File: config.mk
export PLATFORM = sky130hd
export DESIGN_NAME = quadrature_encoder_counter
export DESIGN_NICKNAME = d
export VERILOG_FILES = /design/src/pkg/qenc_pkg.sv /design/src/verilog/sync_2ff.sv /design/src/verilog/quad_decoder.sv /design/src/verilog/quadrature_encoder_counter.sv
export SDC_FILE = /design/constraint.sdc
export NUM_CORES = 1
export LEC_CHECK = 0
export ABC_AREA = 1
export BUFFER_PORTS_ARGS = -buffer_cell sky130_fd_sc_hd__buf_2
export CORE_MARGIN = 4
export CORE_UTILIZATION = 33
export CTS_CLUSTER_DIAMETER = 30
export CTS_CLUSTER_SIZE = 8
export DETAILED_ROUTE_END_ITERATION = 6
export GPL_TIMING_DRIVEN = 0
export MAX_ROUTING_LAYER = met4
export PLACE_DENSITY_LB_ADDON = 0.12
export SLEW_MARGIN = 15
export SYNTH_ARGS = -nofsm -noshare
export SYNTH_HDL_FRONTEND = slang
export SYNTH_SLANG_ARGS = --single-unit
File: constraint.sdc
create_clock -name ref_clk -period 2.55 [get_ports ref_clk]
set_input_delay 0.51 -clock ref_clk [delete_from_list [all_inputs] [get_ports ref_clk]]
set_output_delay 0.51 -clock ref_clk [all_outputs]
set_load 0.03 [all_outputs]
File: src/pkg/qenc_pkg.sv
package qenc_pkg;

   // Sample clock and the fastest edge rate the decoder must follow
   localparam int CLK_HZ = 50_000_000;
   localparam int MAX_INC_PER_S = 250_000;
   localparam int MAX_PHASE_HZ = 62_500;
   // Cycles between two quadrature edges at the fastest documented rate
   localparam int MIN_EDGE_CYC = CLK_HZ / MAX_INC_PER_S;

   localparam int DATA_W = 32;
   localparam int ADDR_W = 5;

   // Byte addresses of the word registers
   localparam logic [ADDR_W-1:0] ADDR_CTRL = 5'h00;
   localparam logic [ADDR_W-1:0] ADDR_STATUS = 5'h04;
   localparam logic [ADDR_W-1:0] ADDR_COUNT = 5'h08;
   localparam logic [ADDR_W-1:0] ADDR_LATCH = 5'h0C;
   localparam logic [ADDR_W-1:0] ADDR_PRESET = 5'h10;
   localparam logic [ADDR_W-1:0] ADDR_SW_ON = 5'h14;
   localparam logic [ADDR_W-1:0] ADDR_SW_OFF = 5'h18;
   localparam logic [ADDR_W-1:0] ADDR_RELOAD = 5'h1C;

   // Reset values and fixed count values
   localparam logic [DATA_W-1:0] CTRL_RST = 32'h0000_0000;
   localparam logic [DATA_W-1:0] CTRL_MASK = 32'h0000_007F;
   localparam logic [DATA_W-1:0] PRESET_RST = 32'h0000_0000;
   localparam logic [DATA_W-1:0] SW_ON_RST = 32'h0000_0000;
   localparam logic [DATA_W-1:0] SW_OFF_RST = 32'h0000_0000;
   localparam logic [DATA_W-1:0] RELOAD_RST = 32'h0000_0100;
   localparam logic [DATA_W-1:0] COUNT_RST = 32'h0000_0000;
   localparam logic [DATA_W-1:0] COUNT_ZERO = 32'h0000_0000;
   localparam logic [DATA_W-1:0] COUNT_ONE = 32'h0000_0001;
   localparam logic [DATA_W-1:0] COUNT_MAX = 32'hFFFF_FFFF;
   localparam logic [DATA_W-1:0] WRAP_CLR_UP = 32'h0000_4000;
   localparam logic [DATA_W-1:0] WRAP_CLR_DN = 32'hFFFF_C000;

   // Control word, bit 0 is outEnable
   typedef struct packed {
      logic [24:0] rsvd;
      logic setCounter;
      logic output2;
      logic direction_invert;
      logic extResetEnable;
      logic latchEnable;
      logic reloadEnable;
      logic outEnable;
   } ctrl_s;

   // Status word, bit 0 is latchValid
   typedef struct packed {
      logic [22:0] rsvd;
      logic phaseB;
      logic phaseA;
      logic out2;
      logic out1;
      logic capture_pin_state;
      logic overflow;
      logic underflow;
      logic setDone;
      logic latchValid;
   } status_s;

   typedef struct packed {
      logic step;
      logic up;
   } step_s;

   typedef struct packed {
      logic phaseA;
      logic phaseB;
      logic capture;
   } pins_s;

   function automatic logic [DATA_W-1:0] be_merge(
      input logic [DATA_W-1:0] old,
      input logic [DATA_W-1:0] wd,
      input logic [3:0] be
   );
      logic [DATA_W-1:0] res;
      res = old;
      for (int i = 0; i < 4; i++) begin
         if (be[i]) begin
            res[i*8 +: 8] = wd[i*8 +: 8];
         end
      end
      return res;
   endfunction

   function automatic logic addr_hit(
      input logic [ADDR_W-1:0] addr,
      input logic [ADDR_W-1:0] target
   );
      return addr[ADDR_W-1:2] == target[ADDR_W-1:2];
   endfunction

endpackage

File: src/verilog/sync_2ff.sv
module sync_2ff #(
   parameter int W = 3
) (
   input wire logic ref_clk,
   input wire logic nrst,
   input wire logic [W-1:0] din,
   output logic [W-1:0] dout
);
   logic [W-1:0] meta_ff;

   // First stage feeds only the second stage
   always_ff @(posedge ref_clk or negedge nrst) begin
      if (!nrst) begin
         meta_ff <= '0;
         dout <= '0;
      end else begin
         meta_ff <= din;
         dout <= meta_ff;
      end
   end
endmodule

File: src/verilog/quad_decoder.sv
module quad_decoder (
   input wire logic ref_clk,
   input wire logic nrst,
   input wire logic phaseA,
   input wire logic phaseB,
   output qenc_pkg::step_s stepOut
);
   import qenc_pkg::*;

   logic aPrev_ff;
   logic bPrev_ff;
   logic primed_ff;
   wire aEdge = phaseA ^ aPrev_ff;
   wire bEdge = phaseB ^ bPrev_ff;
   // Both phases moving at once is an illegal jump, dropped
   wire oneEdge = primed_ff & (aEdge ^ bEdge);
   // A leading B counts up
   wire dirUp = phaseA ^ bPrev_ff;
   step_s nxt_step;

   assign nxt_step = '{step: oneEdge, up: dirUp};

   // Every edge is looked at each cycle, far above the phase rate
   always_ff @(posedge ref_clk or negedge nrst) begin
      if (!nrst) begin
         aPrev_ff <= 1'b0;
         bPrev_ff <= 1'b0;
         primed_ff <= 1'b0;
         stepOut <= '0;
      end else begin
         aPrev_ff <= phaseA;
         bPrev_ff <= phaseB;
         primed_ff <= 1'b1;
         stepOut <= nxt_step;
      end
   end
endmodule

File: src/verilog/quadrature_encoder_counter.sv
// Overview of operation
// - Count on every rising and falling edge of both encoder phases.
// - Follow 250,000 increments per second, a 62.5 kHz phase rate.
// - Offer set counter, output switching and reload, plus latching.
// - Count reaching the switch-on threshold turns output 1 on.
// - Count reaching the switch-off threshold turns output 1 off.
// - Output 2 follows the software-written bit only.
// - With output functions disabled, output 1 holds its state.
// - Enabling output functions applies the pending threshold state at once.
// - A new threshold value acts on output 1 immediately.
// - Input 3 is the latch input; its level shows in status.
// - When armed, a high input 3 copies the count into the latch.
// - Latch-valid rises as soon as the latch register is written.
// - One latch per arming; a new enable rising edge rearms.
// - Reload on, counting up: count reaching the limit becomes zero.
// - Reload on, counting down: count at zero loads the limit.
// - Reload acts only while enabled; limit resets to 256.
// - The reload limit sits in its own software-written register.
// - External reset enabled: high input 3 forces the count to zero.
// - Count is unsigned 32-bit and wraps both ways.
// - Wrap flags clear at 0x4000 up, 0xFFFFC000 down, or opposite wrap.
// - A set-counter request loads the preset value into the count.
// - Counting down below the switch-on threshold turns output 1 off.
module quadrature_encoder_counter (
   input wire logic ref_clk,
   input wire logic nrst,
   input wire logic [qenc_pkg::ADDR_W-1:0] address,
   input wire logic read,
   input wire logic write,
   input wire logic [qenc_pkg::DATA_W-1:0] writedata,
   input wire logic [3:0] byteenable,
   output logic [qenc_pkg::DATA_W-1:0] readdata,
   output logic waitrequest,
   input wire logic phaseA,
   input wire logic phaseB,
   input wire logic latchIn,
   output logic out1,
   output logic out2
);
   import qenc_pkg::*;

   pins_s pinSync;
   step_s decStep;

   ctrl_s ctrl_ff;
   logic [DATA_W-1:0] preset_ff;
   logic [DATA_W-1:0] swOn_ff;
   logic [DATA_W-1:0] swOff_ff;
   logic [DATA_W-1:0] reload_ff;
   logic [DATA_W-1:0] count_ff;
   logic [DATA_W-1:0] latchVal_ff;
   logic ack_ff;
   logic setPrev_ff;
   logic latchEnPrev_ff;
   logic armed_ff;
   logic latchValid_ff;
   logic setDone_ff;
   logic overflow_ff;
   logic underflow_ff;

   // Pins cross into the clock domain through two flops
   sync_2ff #(
      .W(3)
   ) uSync (
      .ref_clk(ref_clk),
      .nrst(nrst),
      .din({phaseA, phaseB, latchIn}),
      .dout(pinSync)
   );

   quad_decoder uDec (
      .ref_clk(ref_clk),
      .nrst(nrst),
      .phaseA(pinSync.phaseA),
      .phaseB(pinSync.phaseB),
      .stepOut(decStep)
   );

   // One wait state per access; read data is fetched in the first cycle
   wire busReq = read | write;
   wire firstCyc = busReq & ~ack_ff;
   wire wrFire = write & ack_ff;
   wire rdLoad = read & firstCyc;

   assign waitrequest = firstCyc;

   wire wrCtrl = wrFire & addr_hit(address, ADDR_CTRL);
   wire wrPreset = wrFire & addr_hit(address, ADDR_PRESET);
   wire wrSwOn = wrFire & addr_hit(address, ADDR_SW_ON);
   wire wrSwOff = wrFire & addr_hit(address, ADDR_SW_OFF);
   wire wrReload = wrFire & addr_hit(address, ADDR_RELOAD);

   wire [DATA_W-1:0] ctrlMerged = be_merge(ctrl_ff, writedata, byteenable);
   ctrl_s nxt_ctrl;
   assign nxt_ctrl = wrCtrl ? ctrl_s'(ctrlMerged & CTRL_MASK) : ctrl_ff;
   wire [DATA_W-1:0] nxt_preset = wrPreset ?
      be_merge(preset_ff, writedata, byteenable) : preset_ff;
   wire [DATA_W-1:0] nxt_swOn = wrSwOn ?
      be_merge(swOn_ff, writedata, byteenable) : swOn_ff;
   wire [DATA_W-1:0] nxt_swOff = wrSwOff ?
      be_merge(swOff_ff, writedata, byteenable) : swOff_ff;
   wire [DATA_W-1:0] nxt_reload = wrReload ?
      be_merge(reload_ff, writedata, byteenable) : reload_ff;

   // Software-requested edges on control bits
   wire setRise = ctrl_ff.setCounter & ~setPrev_ff;
   wire latchRise = ctrl_ff.latchEnable & ~latchEnPrev_ff;

   // Input 3 serves both latch and external reset; software picks one
   wire pin3 = pinSync.capture;
   wire extRst = ctrl_ff.extResetEnable & pin3;

   // Direction and step
   wire goUp = decStep.up ^ ctrl_ff.direction_invert;
   wire stepApplied = decStep.step & ~extRst & ~setRise;
   wire [DATA_W-1:0] incVal = count_ff + COUNT_ONE;
   wire [DATA_W-1:0] decVal = count_ff - COUNT_ONE;
   wire atZero = count_ff == COUNT_ZERO;
   wire atMax = count_ff == COUNT_MAX;
   wire reloadUp = ctrl_ff.reloadEnable & (incVal == reload_ff);
   wire reloadDn = ctrl_ff.reloadEnable & atZero;
   wire [DATA_W-1:0] upVal = reloadUp ? COUNT_ZERO : incVal;
   wire [DATA_W-1:0] dnVal = reloadDn ? reload_ff : decVal;
   wire [DATA_W-1:0] stepVal = goUp ? upVal : dnVal;

   // Set request and reload share this path with plain counting
   wire [DATA_W-1:0] nxt_count = extRst ? COUNT_ZERO :
      setRise ? preset_ff :
      stepApplied ? stepVal : count_ff;

   // Wrap flags
   wire wrapUp = stepApplied & goUp & ~reloadUp & atMax;
   wire wrapDn = stepApplied & ~goUp & ~reloadDn & atZero;
   wire clrUp = stepApplied & goUp & (stepVal == WRAP_CLR_UP);
   wire clrDn = stepApplied & ~goUp & (stepVal == WRAP_CLR_DN);
   wire ovfClr = clrUp | clrDn | wrapDn;
   wire unfClr = clrUp | clrDn | wrapUp;
   wire nxt_overflow = wrapUp | (overflow_ff & ~ovfClr);
   wire nxt_underflow = wrapDn | (underflow_ff & ~unfClr);

   // Set-done stays until software drops the request; set wins
   wire nxt_setDone = setRise | (setDone_ff & ctrl_ff.setCounter);

   // Latch arming and capture, one capture per arming
   wire latchFire = armed_ff & ctrl_ff.latchEnable & pin3;
   wire nxt_armed = latchFire ? 1'b0 : (latchRise | armed_ff);
   wire nxt_latchValid = latchFire | (latchValid_ff & ~latchRise);
   wire [DATA_W-1:0] nxt_latchVal = latchFire ? count_ff : latchVal_ff;

   // Output 1 window: on at or above switch-on, off at or above
   // switch-off when that is equal or higher; level form covers both directions
   wire aboveOn = count_ff >= swOn_ff;
   wire offActive = (swOff_ff >= swOn_ff) & (count_ff >= swOff_ff);
   wire out1Want = aboveOn & ~offActive;
   // Thresholds compare live, so fresh values act next cycle
   wire nxt_out1 = ctrl_ff.outEnable ? out1Want : out1;

   // Read side
   status_s statusWord;
   assign statusWord = '{
      rsvd: '0,
      phaseB: pinSync.phaseB,
      phaseA: pinSync.phaseA,
      out2: out2,
      out1: out1,
      capture_pin_state: pin3,
      overflow: overflow_ff,
      underflow: underflow_ff,
      setDone: setDone_ff,
      latchValid: latchValid_ff
   };

   logic [DATA_W-1:0] rdMux;
   always_comb begin
      rdMux = '0;
      case (address[ADDR_W-1:2])
         ADDR_CTRL[ADDR_W-1:2]: rdMux = ctrl_ff;
         ADDR_STATUS[ADDR_W-1:2]: rdMux = statusWord;
         ADDR_COUNT[ADDR_W-1:2]: rdMux = count_ff;
         ADDR_LATCH[ADDR_W-1:2]: rdMux = latchVal_ff;
         ADDR_PRESET[ADDR_W-1:2]: rdMux = preset_ff;
         ADDR_SW_ON[ADDR_W-1:2]: rdMux = swOn_ff;
         ADDR_SW_OFF[ADDR_W-1:2]: rdMux = swOff_ff;
         ADDR_RELOAD[ADDR_W-1:2]: rdMux = reload_ff;
         default: rdMux = '0;
      endcase
   end

   wire [DATA_W-1:0] nxt_readdata = rdLoad ? rdMux : readdata;

   always_ff @(posedge ref_clk or negedge nrst) begin
      if (!nrst) begin
         ack_ff <= 1'b0;
      end else begin
         ack_ff <= firstCyc;
      end
   end

   // Read data holds between reads, so a late sampler still sees it
   always_ff @(posedge ref_clk or negedge nrst) begin
      if (!nrst) begin
         readdata <= '0;
      end else begin
         readdata <= nxt_readdata;
      end
   end

   always_ff @(posedge ref_clk or negedge nrst) begin
      if (!nrst) begin
         ctrl_ff <= ctrl_s'(CTRL_RST);
      end else begin
         ctrl_ff <= nxt_ctrl;
      end
   end

   always_ff @(posedge ref_clk or negedge nrst) begin
      if (!nrst) begin
         preset_ff <= PRESET_RST;
      end else begin
         preset_ff <= nxt_preset;
      end
   end

   // Equal thresholds at reset keep out1 off even when enabled
   always_ff @(posedge ref_clk or negedge nrst) begin
      if (!nrst) begin
         swOn_ff <= SW_ON_RST;
      end else begin
         swOn_ff <= nxt_swOn;
      end
   end

   always_ff @(posedge ref_clk or negedge nrst) begin
      if (!nrst) begin
         swOff_ff <= SW_OFF_RST;
      end else begin
         swOff_ff <= nxt_swOff;
      end
   end

   always_ff @(posedge ref_clk or negedge nrst) begin
      if (!nrst) begin
         reload_ff <= RELOAD_RST;
      end else begin
         reload_ff <= nxt_reload;
      end
   end

   always_ff @(posedge ref_clk or negedge nrst) begin
      if (!nrst) begin
         count_ff <= COUNT_RST;
      end else begin
         count_ff <= nxt_count;
      end
   end

   // Flags survive a set; only wraps and the clear points move them
   always_ff @(posedge ref_clk or negedge nrst) begin
      if (!nrst) begin
         overflow_ff <= 1'b0;
      end else begin
         overflow_ff <= nxt_overflow;
      end
   end

   always_ff @(posedge ref_clk or negedge nrst) begin
      if (!nrst) begin
         underflow_ff <= 1'b0;
      end else begin
         underflow_ff <= nxt_underflow;
      end
   end

   always_ff @(posedge ref_clk or negedge nrst) begin
      if (!nrst) begin
         setPrev_ff <= 1'b0;
      end else begin
         setPrev_ff <= ctrl_ff.setCounter;
      end
   end

   always_ff @(posedge ref_clk or negedge nrst) begin
      if (!nrst) begin
         setDone_ff <= 1'b0;
      end else begin
         setDone_ff <= nxt_setDone;
      end
   end

   always_ff @(posedge ref_clk or negedge nrst) begin
      if (!nrst) begin
         latchEnPrev_ff <= 1'b0;
      end else begin
         latchEnPrev_ff <= ctrl_ff.latchEnable;
      end
   end

   // Armed survives a dropped enable; only a capture disarms
   always_ff @(posedge ref_clk or negedge nrst) begin
      if (!nrst) begin
         armed_ff <= 1'b0;
      end else begin
         armed_ff <= nxt_armed;
      end
   end

   always_ff @(posedge ref_clk or negedge nrst) begin
      if (!nrst) begin
         latchValid_ff <= 1'b0;
      end else begin
         latchValid_ff <= nxt_latchValid;
      end
   end

   always_ff @(posedge ref_clk or negedge nrst) begin
      if (!nrst) begin
         latchVal_ff <= COUNT_RST;
      end else begin
         latchVal_ff <= nxt_latchVal;
      end
   end

   // Output 1 reacts to enable or threshold change within a cycle
   always_ff @(posedge ref_clk or negedge nrst) begin
      if (!nrst) begin
         out1 <= 1'b0;
      end else begin
         out1 <= nxt_out1;
      end
   end

   always_ff @(posedge ref_clk or negedge nrst) begin
      if (!nrst) begin
         out2 <= 1'b0;
      end else begin
         out2 <= ctrl_ff.output2;
      end
   end
endmodule

==> impl_metrics.json <==
{
  "grt_pass1_vias": 17326,
  "slew_viol_final": 0,
  "clk_latency_ns": 0.61,
  "dr.pass1.iters": 6,
  "cp-start-kind": "register",
  "p_per_area_mw_per_mm2": 1190,
  "status": "finished, violations left",
  "rsz0062_at_grt": "yes",
  "place_inst": 2987,
  "clock-sinks": 252,
  "setup_viol": 36,
  "drc": 0,
  "hold_class": "input port to register",
  "hold_viol": 0,
  "timing.hold.ws_ns": 0.155,
  "async_flop_share_pct": 100,
  "cts_tree": "built",
  "finalClockSkew_ns": 0.0171,
  "core_mm2": 0.0491,
  "ios": 83,
  "avgSynthCellArea_um2": 7.33,
  "drtIter0Drc": 1422,
  "cts_buffers": 73,
  "synth_nets": 2385,
  "clockBufferDepth": 3,
  "syn_area_mm2": 0.0164,
  "place_area_mm2": 0.0178,
  "critPathSlowestCell": "dfrtp_2",
  "route.vias.total": 17524,
  "die_area_mm2": 0.0533,
  "critical_path.endpoint_type": "register",
  "synth_cell_types": 54,
  "path_max_fanout": 6,
  "synth_top_area_share_pct": 38.3,
  "synth_top_area_cell": "dfrtp_1",
  "num_rows": 81,
  "fin_nets": 2643,
  "via_per_inst": 5.45,
  "finalWorstSetupSlack_ns": -0.829,
  "fmax_mhz": 296,
  "clk_pin_slew_ns": 0.04,
  "yosysWarnings": 0,
  "ir_drop_mv": 0.587,
  "violations": "setup timing",
  "period_share_pct": 133,
  "min_period_ns": 3.38,
  "drive_above_1_share_pct": 24.2,
  "grt-ovfl-total": 0,
  "cts-root-buf": "clkbuf_16",
  "leakagePower_nw": 10.4,
  "path_class": "register to register",
  "max_cap_violations": 0,
  "final_antenna_net_count": 0,
  "die_y_um": 231,
  "cp.arrival_ns": 3.86,
  "antenna_found_initial": 1,
  "total_power_mw": 26.8,
  "port_buffers": 80,
  "finalInstanceArea_mm2": 0.0225,
  "antenna-diode-count": 0,
  "place.gp.congestion": 1.01,
  "yosys_register_bits": 252,
  "dpl.hpwl_mm": 58.6,
  "cp.required_ns": 3.03,
  "dp_slack_ns": -1.54,
  "synth.yosys.seq_area_share_pct": 38.4,
  "grt_pass1_wl_mm": 114,
  "die_width_um": 231,
  "ys_top_cells_by_area": "dfrtp_1, nand2_1, o21ai_0, ha_1, inv_1",
  "worstMarginPinSlew_ns": 1.13,
  "grt_max_degree": 98,
  "cts_max_level": 3,
  "yosys_most_used_dff": "dfrtp_1",
  "cpMostUsedCell": "nand2_1",
  "grt_usage_pct": 29.8,
  "synth-edff-count": 0,
  "slowest_delay_ns": 0.45,
  "syn_inst": 2238,
  "slew_headroom_pct": 24.6,
  "initial_core_util_pct": 33.4,
  "routedWlPerCell_um": 24.4,
  "area_growth_pct": 37.2,
  "wl_mm": 78.4,
  "final_cell_count_no_fill": 3216
}
==> stage by stage <==
| step | setup TNS (ns) | utilization, % |
|---|---|---|
| 6_report | -15.39 | 45.9 |
| 5_1_grt | -19.46 | 45.9 |
| 4_1_cts | -10.90 | 44.3 |
| 3_5_place_dp | -172.35 | 36.2 |
| 3_3_place_gp | -1282.44 | 36.0 |
| 2_1_floorplan | -0.154 | - |
==> where the power goes <==
part           internal [mW]  leakage (nW)  switching (mW)
combinational           3.91          5.93            7.32
clock                   6.54          1.24            2.74
sequential              5.13          3.22            1.12
total                   15.6          10.4            11.2
==> synth_stat cells (3+ instances only) <==
master / count
a211oi_1: 6
clkbuf_1: 63
buf_6: 3
clkinv_1: 3
mux2_2: 19
buf_2: 14
nand2_2: 5
a21oi_2: 4
nand3_1: 110
o21ai_0: 283
a21oi_1: 109
and2_1: 4
dfrtp_1: 251
nor2_1: 188
o221ai_1: 18
o22ai_1: 37
a221oi_1: 16
nor3_1: 19
o211ai_1: 16
o2111ai_1: 12
nand4_1: 24
inv_2: 4
xnor2_1: 5
nand3b_1: 7
xor2_1: 19
a22oi_1: 10
ha_1: 99
nor2_2: 4
buf_1: 4
nor2_4: 7
nand2_1: 589
o21ai_1: 3
o221a_2: 3
o31ai_1: 8
inv_1: 245
==> cells by family after synthesis <==
kind of cell	after synthesis	synth area share [%]
adder cells (fa/ha/maj)	99	7.55
AND/OR/NAND/NOR	967	24.5
AO/OA/AOI/OAI	537	18.8
other	1	0.0229
XOR/XNOR	25	1.42
multiplexers	19	1.30
buffers and inverters	338	8.02
flip-flops	252	38.4
==> placed cells by master (no fill, tap or decap), drive strengths merged, types with 2 or more instances in the layout <==
master,count
o31ai,8
clkinv,18
bufinv,8
a211oi,6
dfrtp,251
xnor2,5
and2,4
o32ai,2
o221a,3
xor2,19
o2111ai,12
a31oi,2
o21bai,2
o22ai,37
clkbuf,161
mux2,19
clkdlybuf4s15,5
a22oi,10
clkinvlp,5
nor2,200
nand3b,7
o21ai,286
inv,251
dlygate4sd3,4
a21oi,113
nand2,595
nand4,24
nand3,112
ha,99
a41oi,2
buf,200
o211ai,16
a221oi,16
nor3,19
nor3b,2
o221ai,18
or2,3
==> cell type report <==
class	instances	area, um^2
multi-input cells	1648	9910
well taps	664	831
plain buffers	86	549
fillers	5071	26500
inverters	252	962
repair buffers	183	1400
clock inverters	30	407
clock buffers	101	2110
flip-flops and latches	252	6320
==> flip-flops by register name (all words and copies together) (netlist names), 2 cells and up <==
register and flops:
uSync.dout 3, uSync.meta_ff 3, readdata 32, ctrl_ff 7
latchVal_ff 32, swOn_ff 32, swOff_ff 32, reload_ff 32
count_ff 32, uDec.stepOut 2, preset_ff 32
==> worst paths after layout <==
| path | start | end | slack [ns] | depth (start not counted) |
|---|---|---|---|---|
| worst max register to register | count_ff[1]$_DFFE_PN0P_ | overflow_ff$_DFF_PN0_ | -0.83 | 25 |
| worst max-delay path | count_ff[1]$_DFFE_PN0P_ | overflow_ff$_DFF_PN0_ | -0.83 | 25 |
| max in group asynchronous | nrst | count_ff[27]$_DFFE_PN0P_ | 1.03 | 3 |
| worst min register to register | uSync.meta_ff[1]$_DFF_PN0_ | uSync.dout[1]$_DFF_PN0_ | 0.34 | 0 |
| min in group asynchronous | nrst | swOn_ff[11]$_DFFE_PN0P_ | 0.50 | 2 |
| worst min-delay path | writedata[5] | swOn_ff[5]$_DFFE_PN0P_ | 0.16 | 3 |
==> timing repair <==
item                       4_1_cts  5_1_grt
setup endpoints to repair      137       77
hold buffers                     4        0
gates resized for setup        266      174
hold endpoints to repair        79        0
setup buffers                   61       30
pin swaps                       26       64
cloned                           1        2
==> worst max-delay path, delay by kind of cell, from the launching register on <==
family	cells	cell delay (ns)
AND/OR/NAND/NOR	21	2.13
adder cells (fa/ha/maj)	1	0.18
flip-flops	1	0.45
buffers and inverters	3	0.46
==> metal layers <==
layer	part of all wire [%]	track usage [%]
met4	4.5	11.5
met2	44	45.0
met5	0	-
met1	45	40.2
met3	6.5	5.11
No activity file was read; power rests on OpenSTA's default activity.
